==> src/common/trm_pkg.sv <==
// termination control package: register map, field layout, latency constants
// assumes a 32-bit AXI4-Lite register bus and a single command clock
package trm_pkg;
  localparam int          ADDR_W      = 8;
  localparam logic [7:0]  CTRL_OFS    = 8'h00;
  localparam logic [7:0]  LAT_OFS     = 8'h04;
  localparam logic [7:0]  STAT_OFS    = 8'h08;
  localparam logic [7:0]  HOLD_OFS    = 8'h0c;
  localparam logic [11:0] CTRL_RST    = 12'h000;
  localparam logic [19:0] LAT_RST     = 20'h00000;
  // control fields
  localparam int          NOM_LSB     = 0;
  localparam int          PARK_LSB    = 3;
  localparam int          WRT_LSB     = 6;
  localparam int          PRE2_BIT    = 8;
  localparam int          CRC_BIT     = 9;
  localparam int          TDQS_BIT    = 10;
  localparam int          HCHOP_BIT   = 11;
  // latency fields, each FLD_W wide
  localparam int          FLD_W       = 5;
  localparam int          CASW_LSB    = 0;
  localparam int          ADDL_LSB    = 5;
  localparam int          PARL_LSB    = 10;
  localparam int          CASR_LSB    = 15;
  // status fields
  localparam int          ST_STATE    = 0;
  localparam int          ST_CODE     = 2;
  localparam int          ST_PIN      = 5;
  localparam int          ST_SYNC     = 6;
  localparam int          ST_RD       = 7;
  localparam int          ST_WR       = 8;
  // latency arithmetic in clock cycles, then counter widths and bus response codes
  localparam logic [6:0]  PRE1_SUB    = 7'h02;
  localparam logic [6:0]  PRE2_SUB    = 7'h03;
  localparam logic [3:0]  HALF_CHOP   = 4'h2;
  localparam logic [3:0]  HALF_FULL   = 4'h4;
  localparam logic [2:0]  HOLD_CHOP_1 = 3'h4;
  localparam logic [2:0]  HOLD_CHOP_2 = 3'h5;
  localparam logic [2:0]  HOLD_FULL_1 = 3'h6;
  localparam logic [2:0]  HOLD_FULL_2 = 3'h7;
  localparam logic [6:0]  LAT_MAX     = 7'h3f;
  localparam int          TAP_W       = 6;
  localparam int          DLY_DEPTH   = 64;
  localparam int          CNT_W       = 7;
  localparam int          LEN_W       = 4;
  localparam logic [1:0]  RESP_OKAY   = 2'h0;
  localparam logic [1:0]  RESP_SLVERR = 2'h2;

  typedef enum logic [1:0] {
    TS_HIZ  = 2'b00,
    TS_PARK = 2'b01,
    TS_NOM  = 2'b10,
    TS_WR   = 2'b11
  } trm_state_t;
endpackage

==> src/design/trm_ctrl.sv <==
// termination control for the data, mask and strobe pins of a ddr dram
// assumes an AXI4-Lite master for configuration and same-clock command strobes
`timescale 1ns/1ps
module trm_ctrl (
  input  wire logic                       MCLK,
  input  wire logic                       RESET,
  input  wire logic [trm_pkg::ADDR_W-1:0] AWADDR,
  input  wire logic                       AWVALID,
  output logic                            AWREADY,
  input  wire logic [31:0]                WDATA,
  input  wire logic [3:0]                 WSTRB,
  input  wire logic                       WVALID,
  output logic                            WREADY,
  output logic [1:0]                      BRESP,
  output logic                            BVALID,
  input  wire logic                       BREADY,
  input  wire logic [trm_pkg::ADDR_W-1:0] ARADDR,
  input  wire logic                       ARVALID,
  output logic                            ARREADY,
  output logic [31:0]                     RDATA,
  output logic [1:0]                      RRESP,
  output logic                            RVALID,
  input  wire logic                       RREADY,
  input  wire logic                       TERM_EN_PIN,
  input  wire logic                       READ_CMD,
  input  wire logic                       WRITE_CMD,
  input  wire logic                       BURST_CHOP,
  input  wire logic                       SELF_REFRESH,
  input  wire logic                       DLL_LOCKED,
  input  wire logic                       X8_DEVICE,
  output trm_pkg::trm_state_t             DQ_TERM_STATE,
  output logic [2:0]                      DQ_TERM_CODE,
  output logic [2:0]                      TDQS_TERM_CODE,
  output logic                            TERM_RX_ON
);
  import trm_pkg::*;

  function automatic logic [TAP_W-1:0] lat_sub(input logic [FLD_W-1:0] a,
                                               input logic [FLD_W-1:0] b,
                                               input logic [FLD_W-1:0] c,
                                               input logic             pre2);
    logic [6:0] s;
    logic [6:0] d;
    s = 7'(a) + 7'(b) + 7'(c);
    d = pre2 ? PRE2_SUB : PRE1_SUB;
    s = (s > d) ? s - d : 7'h00;
    lat_sub = (s > LAT_MAX) ? TAP_W'(LAT_MAX) : TAP_W'(s);
  endfunction

  function automatic logic [31:0] merge(input logic [31:0] old, input logic [31:0] nw,
                                        input logic [3:0] strb);
    for (int i = 0; i < 4; i++) begin
      old[8*i +: 8] = strb[i] ? nw[8*i +: 8] : old[8*i +: 8];
    end
    merge = old;
  endfunction

  // register file and bus state
  logic [11:0]       ctrl;
  logic [19:0]       lat;
  logic              aw_held;
  logic              w_held;
  logic [ADDR_W-1:0] aw_addr;
  logic [31:0]       w_data;
  logic [3:0]        w_strb;
  logic [11:0]       next_ctrl;
  logic [19:0]       next_lat;
  logic              next_aw_held;
  logic              next_w_held;
  logic [ADDR_W-1:0] next_aw_addr;
  logic [31:0]       next_w_data;
  logic [3:0]        next_w_strb;
  logic [1:0]        next_bresp;
  logic              next_bvalid;
  logic [31:0]       next_rdata;
  logic [1:0]        next_rresp;
  logic              next_rvalid;
  logic              hold_clr;
  logic [ADDR_W-1:0] wa;
  logic [31:0]       wd;
  logic [3:0]        ws;
  logic              do_wr;

  // pin synchroniser, hold check
  logic       s1;
  logic       s2;
  logic       s3;
  logic       filt;
  logic       pin_prev;
  logic [2:0] hold_cnt;
  logic       hold_err;
  logic       next_filt;
  logic       next_pin_prev;
  logic [2:0] next_hold_cnt;
  logic       next_hold_err;
  logic [2:0] hold_min;
  logic       hold_viol;

  // termination datapath
  logic [2:0]       rtt_nom;
  logic [2:0]       rtt_park;
  logic [1:0]       rtt_wr;
  logic             pre2;
  logic             crc;
  logic             pin_eff;
  logic             sync_mode;
  logic [TAP_W-1:0] dir_lat;
  logic [TAP_W-1:0] rd_off;
  logic [LEN_W-1:0] half_bl;
  logic [LEN_W-1:0] rd_len;
  logic [LEN_W-1:0] wr_len;
  logic             nom_dly;
  logic             nom_req;
  logic             rd_act;
  logic             wr_act;
  trm_state_t       next_state;
  logic [2:0]       next_code;
  logic [2:0]       next_tdqs;
  logic [31:0]      stat;

  assign rtt_nom  = ctrl[NOM_LSB +: 3];
  assign rtt_park = ctrl[PARK_LSB +: 3];
  assign rtt_wr   = ctrl[WRT_LSB +: 2];
  assign pre2     = ctrl[PRE2_BIT];
  assign crc      = ctrl[CRC_BIT];

  assign AWREADY = !aw_held && !BVALID;
  assign WREADY  = !w_held && !BVALID;
  assign ARREADY = !RVALID;

  // nominal disabled: receiver off and pin reads as low
  assign TERM_RX_ON = (rtt_nom != 3'h0) && !SELF_REFRESH;
  assign pin_eff    = filt && TERM_RX_ON;
  assign sync_mode  = DLL_LOCKED && !SELF_REFRESH;

  assign dir_lat = lat_sub(lat[CASW_LSB +: FLD_W], lat[ADDL_LSB +: FLD_W],
                           lat[PARL_LSB +: FLD_W], pre2);
  assign rd_off  = lat_sub(lat[CASR_LSB +: FLD_W], lat[ADDL_LSB +: FLD_W],
                           lat[PARL_LSB +: FLD_W], pre2);
  assign half_bl = BURST_CHOP ? HALF_CHOP : HALF_FULL;
  // window covers preamble and burst, plus crc on reads, so parking returns only once driving stops
  assign rd_len  = half_bl + LEN_W'(pre2 ? PRE2_SUB : PRE1_SUB) + LEN_W'(crc);
  assign wr_len  = half_bl + LEN_W'(pre2 ? PRE2_SUB : PRE1_SUB);

  trm_delay u_delay (
    .clk  (MCLK),
    .rst  (RESET),
    .din  (pin_eff),
    .tap  (dir_lat),
    .dout (nom_dly)
  );

  // dll-off timing is not modelled: nominal then tracks the pin undelayed
  assign nom_req = sync_mode ? nom_dly : pin_eff;

  trm_window u_rd_win (
    .clk    (MCLK),
    .rst    (RESET),
    .start  (READ_CMD),
    .off_in (rd_off),
    .len_in (rd_len),
    .active (rd_act)
  );

  trm_window u_wr_win (
    .clk    (MCLK),
    .rst    (RESET),
    .start  (WRITE_CMD && rtt_wr != 2'h0),
    .off_in (dir_lat),
    .len_in (wr_len),
    .active (wr_act)
  );

  always_comb begin
    next_state = TS_HIZ;
    next_code  = 3'h0;
    if (SELF_REFRESH) begin
      next_state = TS_HIZ;
    end else if (rd_act) begin
      next_state = TS_HIZ;
    end else if (wr_act) begin
      next_state = TS_WR;
      next_code  = {1'b0, rtt_wr};
    end else if (nom_req && rtt_nom != 3'h0) begin
      next_state = TS_NOM;
      next_code  = rtt_nom;
    end else if (rtt_park != 3'h0) begin
      next_state = TS_PARK;
      next_code  = rtt_park;
    end
    // code n means 240/n ohms, 0 means high impedance
    next_tdqs = (X8_DEVICE && ctrl[TDQS_BIT]) ? next_code : 3'h0;
  end

  always_ff @(posedge MCLK) begin
    if (RESET) begin
      DQ_TERM_STATE  <= TS_HIZ;
      DQ_TERM_CODE   <= 3'h0;
      TDQS_TERM_CODE <= 3'h0;
    end else begin
      DQ_TERM_STATE  <= next_state;
      DQ_TERM_CODE   <= next_code;
      TDQS_TERM_CODE <= next_tdqs;
    end
  end

  // a change counts only once the last two stages agree
  always_comb begin
    next_filt     = (s2 == s3) ? s3 : filt;
    next_pin_prev = pin_eff;
    hold_min      = ctrl[HCHOP_BIT] ? (pre2 ? HOLD_CHOP_2 : HOLD_CHOP_1)
                                    : (pre2 ? HOLD_FULL_2 : HOLD_FULL_1);
    hold_viol     = pin_prev && !pin_eff && (hold_cnt < hold_min);
    next_hold_cnt = hold_cnt;
    if (pin_eff && (!pin_prev || WRITE_CMD)) next_hold_cnt = 3'h1;
    else if (pin_eff && hold_cnt != 3'h7) next_hold_cnt = hold_cnt + 3'h1;
    // a violation in the cycle of a clear still sticks
    next_hold_err = hold_viol || (hold_err && !hold_clr);
  end

  always_ff @(posedge MCLK) begin
    if (RESET) begin
      s1       <= 1'b0;
      s2       <= 1'b0;
      s3       <= 1'b0;
      filt     <= 1'b0;
      pin_prev <= 1'b0;
      hold_cnt <= 3'h0;
      hold_err <= 1'b0;
    end else begin
      s1       <= TERM_EN_PIN;
      s2       <= s1;
      s3       <= s2;
      filt     <= next_filt;
      pin_prev <= next_pin_prev;
      hold_cnt <= next_hold_cnt;
      hold_err <= next_hold_err;
    end
  end

  always_comb begin
    stat = 32'h0;
    stat[ST_STATE +: 2] = DQ_TERM_STATE;
    stat[ST_CODE +: 3]  = DQ_TERM_CODE;
    stat[ST_PIN]        = pin_eff;
    stat[ST_SYNC]       = sync_mode;
    stat[ST_RD]         = rd_act;
    stat[ST_WR]         = wr_act;
  end

  // address and data may come in either order; response waits for both
  always_comb begin
    wa           = aw_held ? aw_addr : AWADDR;
    wd           = w_held ? w_data : WDATA;
    ws           = w_held ? w_strb : WSTRB;
    do_wr        = (aw_held || AWVALID) && (w_held || WVALID) && !BVALID;
    next_ctrl    = ctrl;
    next_lat     = lat;
    hold_clr     = 1'b0;
    next_aw_held = aw_held || (AWVALID && AWREADY);
    next_w_held  = w_held || (WVALID && WREADY);
    next_aw_addr = (AWVALID && AWREADY) ? AWADDR : aw_addr;
    next_w_data  = (WVALID && WREADY) ? WDATA : w_data;
    next_w_strb  = (WVALID && WREADY) ? WSTRB : w_strb;
    next_bvalid  = BVALID && !BREADY;
    next_bresp   = BRESP;
    if (do_wr) begin
      next_aw_held = 1'b0;
      next_w_held  = 1'b0;
      next_bvalid  = 1'b1;
      next_bresp   = RESP_OKAY;
      unique case ({wa[ADDR_W-1:2], 2'b00})
        CTRL_OFS: next_ctrl = 12'(merge(32'(ctrl), wd, ws));
        LAT_OFS:  next_lat  = 20'(merge(32'(lat), wd, ws));
        STAT_OFS: next_bresp = RESP_OKAY;
        HOLD_OFS: hold_clr  = ws[0] && wd[0];
        default:  next_bresp = RESP_SLVERR;
      endcase
    end
    next_rvalid = RVALID && !RREADY;
    next_rdata  = RDATA;
    next_rresp  = RRESP;
    if (ARVALID && ARREADY) begin
      next_rvalid = 1'b1;
      next_rresp  = RESP_OKAY;
      unique case ({ARADDR[ADDR_W-1:2], 2'b00})
        CTRL_OFS: next_rdata = 32'(ctrl);
        LAT_OFS:  next_rdata = 32'(lat);
        STAT_OFS: next_rdata = stat;
        HOLD_OFS: next_rdata = 32'(hold_err);
        default: begin
          next_rdata = 32'h0;
          next_rresp = RESP_SLVERR;
        end
      endcase
    end
  end

  always_ff @(posedge MCLK) begin
    if (RESET) begin
      ctrl    <= CTRL_RST;
      lat     <= LAT_RST;
      aw_held <= 1'b0;
      w_held  <= 1'b0;
      aw_addr <= '0;
      w_data  <= 32'h0;
      w_strb  <= 4'h0;
      BVALID  <= 1'b0;
      BRESP   <= RESP_OKAY;
      RVALID  <= 1'b0;
      RDATA   <= 32'h0;
      RRESP   <= RESP_OKAY;
    end else begin
      ctrl    <= next_ctrl;
      lat     <= next_lat;
      aw_held <= next_aw_held;
      w_held  <= next_w_held;
      aw_addr <= next_aw_addr;
      w_data  <= next_w_data;
      w_strb  <= next_w_strb;
      BVALID  <= next_bvalid;
      BRESP   <= next_bresp;
      RVALID  <= next_rvalid;
      RDATA   <= next_rdata;
      RRESP   <= next_rresp;
    end
  end
endmodule

==> src/design/trm_delay.sv <==
// programmable delay line for the sampled termination enable
// assumes tap is held steady while in use; dout lags din by exactly tap cycles
`timescale 1ns/1ps
module trm_delay (
  input  wire logic                    clk,
  input  wire logic                    rst,
  input  wire logic                    din,
  input  wire logic [trm_pkg::TAP_W-1:0] tap,
  output logic                         dout
);
  import trm_pkg::*;

  logic [DLY_DEPTH-1:0] sh;
  logic [DLY_DEPTH-1:0] next_sh;

  always_comb begin
    next_sh = {sh[DLY_DEPTH-2:0], din};
    // tap 0 passes straight through, so no extra cycle hides in the line
    dout    = (tap == '0) ? din : sh[tap - TAP_W'(1)];
  end

  always_ff @(posedge clk) begin
    if (rst) begin
      sh <= '0;
    end else begin
      sh <= next_sh;
    end
  end
endmodule

==> src/design/trm_window.sv <==
// one-shot window timer: active for len cycles starting off cycles after start
// assumes start is a one-cycle pulse; a new start restarts the window
`timescale 1ns/1ps
module trm_window (
  input  wire logic                      clk,
  input  wire logic                      rst,
  input  wire logic                      start,
  input  wire logic [trm_pkg::TAP_W-1:0] off_in,
  input  wire logic [trm_pkg::LEN_W-1:0] len_in,
  output logic                           active
);
  import trm_pkg::*;

  logic             run;
  logic [CNT_W-1:0] cnt;
  logic [TAP_W-1:0] off;
  logic [LEN_W-1:0] len;
  logic             next_run;
  logic [CNT_W-1:0] next_cnt;
  logic [TAP_W-1:0] next_off;
  logic [LEN_W-1:0] next_len;
  logic [CNT_W-1:0] win_end;

  always_comb begin
    win_end  = CNT_W'(off) + CNT_W'(len);
    active   = run && (cnt >= CNT_W'(off)) && (cnt < win_end);
    next_run = run;
    next_cnt = cnt;
    next_off = off;
    next_len = len;
    if (start) begin
      next_run = 1'b1;
      next_cnt = '0;
      next_off = off_in;
      next_len = len_in;
    end else if (run) begin
      if (cnt + 7'h01 >= win_end) next_run = 1'b0;
      else next_cnt = cnt + 7'h01;
    end
  end

  always_ff @(posedge clk) begin
    if (rst) begin
      run <= 1'b0;
      cnt <= '0;
      off <= '0;
      len <= '0;
    end else begin
      run <= next_run;
      cnt <= next_cnt;
      off <= next_off;
      len <= next_len;
    end
  end
endmodule

==> config.mk <==
export PLATFORM = sky130hd
export DESIGN_NAME = trm_ctrl
export DESIGN_NICKNAME = d
export VERILOG_FILES = /design/src/common/trm_pkg.sv /design/src/design/trm_ctrl.sv /design/src/design/trm_delay.sv /design/src/design/trm_window.sv
export SDC_FILE = /design/constraint.sdc
export NUM_CORES = 1
export LEC_CHECK = 0
export BUFFER_PORTS_ARGS = -buffer_cell sky130_fd_sc_hd__buf_2
export CORE_ASPECT_RATIO = 0.6
export CORE_MARGIN = 2
export CORE_UTILIZATION = 50
export CTS_BUF_LIST = sky130_fd_sc_hd__clkbuf_16
export DETAILED_ROUTE_END_ITERATION = 8
export MAX_ROUTING_LAYER = met4
export PLACE_DENSITY = 0.7
export REMOVE_ABC_BUFFERS = 1
export SKIP_LAST_GASP = 1
export SYNTH_ARGS = -nofsm -noshare
export SYNTH_HDL_FRONTEND = slang
export SYNTH_SLANG_ARGS = --single-unit
==> constraint.sdc <==
create_clock -name MCLK -period 6.7 [get_ports MCLK]
set_input_delay 0.335 -clock MCLK [delete_from_list [all_inputs] [get_ports MCLK]]
set_output_delay 0.335 -clock MCLK [all_outputs]
set_load 0.02 [all_outputs]
== Word level (Yosys, flattened, before mapping) ==
Index checks and enable logic that the tools add are counted.
Cells by class
  multipliers: 0
  bitwise logic cells: 3
  mux-type cells: 39
  shift operators: 0
  div/mod/pow operators: 0
  equal/unequal tests: 8
  reductions and logical operators: 63
  order comparisons: 12
  add/subtract/negate cells: 14
Operators with widths (number)
  $pmux W20 S4: 1
  $logic_and A1 B1 Y1: 25
  $eq A6 B2 Y1 const B: 4
  $mux W3: 7
  $mux W20: 1
  $mux W1: 19
  $logic_not A6 Y1: 3
  $reduce_and A3 Y1: 5
  $add A6 B4 Y7: 2
  $add A6 B5 Y7: 2
  $add A7 B1 Y7 const B: 2
  $ge A7 B6 Y1: 2
  $ge A7 B7 Y1: 2
  $gt A7 B6 Y1 const B: 2
  $gt A7 B7 Y1: 2
  $lt A7 B7 Y1: 2
  $mux W7: 2
  $sub A7 B7 Y7: 2
  $add A5 B5 Y6: 2
  $eq A6 B1 Y1 const B: 2
  $mux W6: 2
  $logic_not A1 Y1: 10
  $mux W2: 5
  $reduce_or A2 Y1: 5
  other kinds (17): 28
Storage, ports and cells
  logic and storage cells: 174
  ROM bits: 0
  memory bits (writable): 0
  bits in registers: 220
  latch bits: 0
  memories kept: 0
  input bits: 66

== Longest topological paths before layout ==
  depth in word-level cells: 16
  depth in mapped cells: 21

== Modules after synthesis ==
From an unflattened synthesis, not the netlist that was laid out.
Unflattened totals
  cell total of the unflattened synthesis: 1143
  area, all modules: 10850.4 um2
Modules (own cells, without submodules)
  trm_ctrl: times used 1, area each 5567.8 um2, sequential area each 2082.0 um2, cells each 639
  trm_delay: times used 1, area each 2506.2 um2, sequential area each 1281.2 um2, cells each 209
  trm_window (u_rd_win): times used 1, area each 1403.8 um2, sequential area each 360.3 um2, cells each 146
  trm_window (u_wr_win): times used 1, area each 1372.6 um2, sequential area each 360.3 um2, cells each 149

== Worst setup path before layout ==
No wires, ideal clock.
  path kind: flip-flop to flip-flop
  start: reg lat[1]
  end: reg TDQS_TERM_CODE[0]
  clock period less this slack: 5157 ps
  stages on the path, launching flop included: 20
  library setup time: 78 ps
  arrival time: 5079 ps
  path slack: 1543 ps
  path through: dfxtp_1 -> fa_1 -> ha_1 -> inv_1 -> fa_1 -> nand2b_1 -> a21oi_1 -> xor2_1 -> buf_2 -> a211oi_1 -> or3_1 -> ha_1 -> inv_1 -> mux4_2 -> a2111o_1 -> a2111o_1 -> a21oi_2 -> or2_1 -> o32ai_1 -> nor3_1
Between the ends
  longest elaborated chain between the ends: 16
Ends and longest elaborated chain
  start: declaration: line trm_ctrl.sv:60  | logic [19:0] lat;
  start signal: assignment: line trm_ctrl.sv:315  | lat <= next_lat;
  $add A5 B5 Y6 *: line trm_ctrl.sv:44  | s = 7'(a) + 7'(b) + 7'(c);
  $add A6 B5 Y7 *: line trm_ctrl.sv:44
  $sub A7 B7 Y7 / $gt A7 B7 Y1 (equally long branches): line trm_ctrl.sv:46  | s = (s > d) ? s - d : 7'h00;
  $mux W7 *: line trm_ctrl.sv:46
  $gt A7 B6 Y1: line trm_ctrl.sv:47  | lat_sub = (s > LAT_MAX) ? TAP_W'(LAT_MAX) : TAP_W'(s);
  $mux W6 *: line trm_ctrl.sv:47
  $sub A6 B1 Y6: line trm_delay.sv:19  | dout = (tap == '0) ? din : sh[tap - TAP_W'(1)];
  $bmux W1 S6: line trm_delay.sv:19
  $mux W1 (implied by the code): line trm_delay.sv:19
  $mux W1 *: line trm_delay.sv:19
  $mux W1 *: line trm_ctrl.sv:154  | assign nom_req = sync_mode ? nom_dly : pin_eff;
  $logic_and A1 B1 Y1 *: line trm_ctrl.sv:184  | end else if (nom_req && rtt_nom != 3'h0) begin
  $mux W3 *: line trm_ctrl.sv:184
  $mux W3 *: line trm_ctrl.sv:181  | end else if (wr_act) begin
  $mux W3 *: line trm_ctrl.sv:179  | end else if (rd_act) begin
  $mux W3 *: line trm_ctrl.sv:177  | if (SELF_REFRESH) begin
  end signal: assignment: line trm_ctrl.sv:203  | TDQS_TERM_CODE <= next_tdqs;
  end: declaration: line trm_ctrl.sv:33  | output logic [2:0] TDQS_TERM_CODE,
Every way passes the cells marked *; elsewhere a longest branch is shown, timed or not. The select of a mux whose other input is x is not followed.
A chain may end at the register's enable or synchronous reset.

== Worst setup path after layout ==
  start: reg lat[1]
  end: reg TDQS_TERM_CODE[2]
Same word-level chain as after synthesis.

==> flow_summary.toml <==
[outcome]
status = "finished clean"

[logic_synthesis]
ys_types = 77
syn_area_mm2 = 0.0107
ys_warn_count = 0
async_reset_ff_share_pct = 0
synth.avg_cell_area_um2 = 9.05
ys_ff_latch = 202
synthCells = 1180
synth_edf_count = 0
yosys_most_used_dff = "dfxtp_1"
synth-seq-area-share_pct = 37.9

[critical_path]
critPathMaxFanout = 12
crit_arrival_ps = 6670
cp_slowest_cell = "fa_1"
crit_buf_inv = 3
path_class = "flop to flop"
cp-end-kind = "flop"
cp.required_ps = 7060
worstSetupStartpointType = "flop"
crit_chain = "fa_1 > ha_1 > inv_1 > fa_1 > xor2_1 > nand3b_1 > a21oi_2 > a211oi_1 > or3_1 > ha_1 > buf_4 > inv_1 > mux4_2 > a2111o_1 > a2111o_1 > a21oi_2 > nor3b_1 > mux2i_1 > a21oi_1"
slowest_delay_ps = 560
crit_start = "lat[1]$_SDFFE_PP0P_"
regToRegStartpoint = "lat[1]$_SDFFE_PP0P_"
critPathTopFamily = "compound AO/OA/AOI/OAI gates"

[sta]
final.period_utilization_pct = 94.1
setup_slack_ps = 392
rsz0062_at_grt = "false"
slew_headroom_pct = 22.0
clock_skew_ps = 11.3
worst_slew_pin_slew_ps = 1170
hold_violations = 0
max_freq_mhz = 159
finalCriticalPeriod_ps = 6310
setup_viol_count_final = 0
report.final.slew_viol_count = 0

[placement]
portBuffers = 84
gp_congestion = 0.891
dp_cells = 1496
hpwl_um = 18700
post-place-ws_ps = 606

[power]
p_leak_nw = 4.89
finalPower_mw = 2.57
peakVddDrop_uv = 200
power.density_mw_per_mm2 = 216

[clock_network]
cts_resized = 0
cts_tree = "built"
clk_latency_ps = 500
numCtsBuffers = 20
cts.sinks = 202
cts_buffer_depth = 3
ctsHoldBuffers = 0
clock_tree.root_cell = "clkbuf_16"
htree_levels = 1
clk_pin_slew_ps = 70
cts_setup_buffers = 0

[cells_and_area]
drive_gt1_share_pct = 13.4
final-seq-area_mm2 = 0.00404
area_growth_pct = 11.3
final_core_util_pct = 56.7
layout_commonest_cell = "dfxtp_1"
fin_cells = 1532
final_cell_mix = "dfxtp_1 (202), nor2_1 (120), nand2_1 (100)"
multi_input_area_mm2 = 0.00622
fill_cells = 1895
final_nets = 1387
diodes = 0

[routing]
drt_first_pass_iters = 5
wirelength_um = 25500
viasPerCell = 5.60
vias = 8582
first_iter_violations = 670
ant_nets = 0
routedWlPerCell_um = 16.7
drcViolationCount = 0

[hold_path]
hp-class = "input pin to flop"
hp-start = "RREADY"

[floorplan]
die_height_um = 117
die-area_mm2 = 0.0226
placementRows = 41
top_level_ports = 116
start_util_pct = 50.9
dieWidth_um = 193
coreArea_mm2 = 0.0210

[global_route]
grt_pass1_vias = 7933
gr-total-overflow = 0
antenna_found_initial = 0
grt_pass1_wl_um = 42200
grt_max_degree = 120
grt.total_usage_pct = 24.1

[flow_run]
cap_violations = 0
[worst reg2reg max path, cell delays in order, from the launching register on]
cell	delay, ps
dfxtp_1	360
fa_1	560
ha_1	210
inv_1	70
fa_1	420
xor2_1	360
nand3b_1	240
a21oi_2	300
a211oi_1	140
or3_1	440
ha_1	320
buf_4	180
inv_1	320
mux4_2	550
a2111o_1	440
a2111o_1	390
a21oi_2	350
nor3b_1	100
mux2i_1	270
a21oi_1	130
[cell type report]
class	count	share of cell area, %
multi-input cells	879	52.3
flip-flops and latches	202	34.0
clock buffers	21	4.42
repair buffers	95	4.28
well taps	279	2.94
inverters	41	1.29
clock inverters	15	0.779
[cell usage after synthesis, drive strengths merged (14+ instances only)]
library cell / n / area [µm²]
a211oi: 21 / 158
a21o: 17 / 128
a21oi: 76 / 388
a22oi: 24 / 180
and3: 16 / 105
buf: 24 / 156
clkbuf: 47 / 176
dfxtp: 202 / 4040
fa: 14 / 280
ha: 68 / 851
inv: 41 / 154
mux2: 16 / 180
mux2i: 62 / 621
nand2: 100 / 375
nand2b: 22 / 138
nor2: 120 / 450
nor2b: 78 / 488
nor3: 16 / 80.1
o21ai: 27 / 135
xnor2: 18 / 165
xor2: 27 / 236
[worst paths after layout]
check	end	slack, ps	depth (start not counted)
max	TDQS_TERM_CODE[2]$_SDFF_PP0_	390	19
min	RVALID$_SDFF_PP0_	30	2
max reg2reg	TDQS_TERM_CODE[2]$_SDFF_PP0_	390	19
min reg2reg	s2$_SDFF_PP0_	430	1
[state kept, by name (all words and copies together) (netlist names), 6 cells and up]
signal	flops
lat	20
RDATA	20
u_rd_win.cnt	7
w_data	20
u_wr_win.cnt	7
u_rd_win.off	6
u_wr_win.off	6
aw_addr	6
u_delay.sh	64
ctrl	12
[routing by layer]
layer / part of all wire, % / GRT usage [%] / up-vias / wire length (µm)
li1: - / - / 4212 / -
met1: 53 / 37.4 / 4088 / 13600
met2: 38 / 32.2 / 255 / 9730
met3: 7.4 / 4.26 / 27 / 1890
met4: 1.4 / 4.38 / 0 / 363
met5: 0 / - / - / 0
[per-stage QoR]
| stage | cell area [µm²] | hold slack, ps | setup TNS, ps |
|---|---|---|---|
| floorplan | 10400 | 402 | -2100 |
| global placement | 11300 | 420 | 0 |
| detailed placement | 11300 | 424 | 0 |
| CTS | 11900 | 14.2 | 0 |
| global route | 11900 | 32.7 | 0 |
| finish | 11900 | 30.5 | 0 |
[cell families (layout without fill, tap and decap cells)]
| kind of cell | Yosys count | after routing | share of synthesized area (%) |
|---|---|---|---|
| and+or+nand+nor | 416 | 416 | 19.4 |
| muxes | 84 | 84 | 8.76 |
| buffers and inverters | 112 | 172 | 4.56 |
| DFF | 202 | 202 | 37.9 |
| AOI/OAI and AO/OA | 238 | 238 | 15.1 |
| adders and majority gates | 82 | 82 | 10.6 |
| other | 1 | 14 | 0.0351 |
| xor gates and xnor gates | 45 | 45 | 3.76 |
[report_power, final]
group / switching, mW / internal (mW)
Combinational: 0.152 / 0.0890
Clock: 0.482 / 0.605
Sequential: 0.0176 / 1.22
Note: power is estimated with default switching activity, not from simulation.
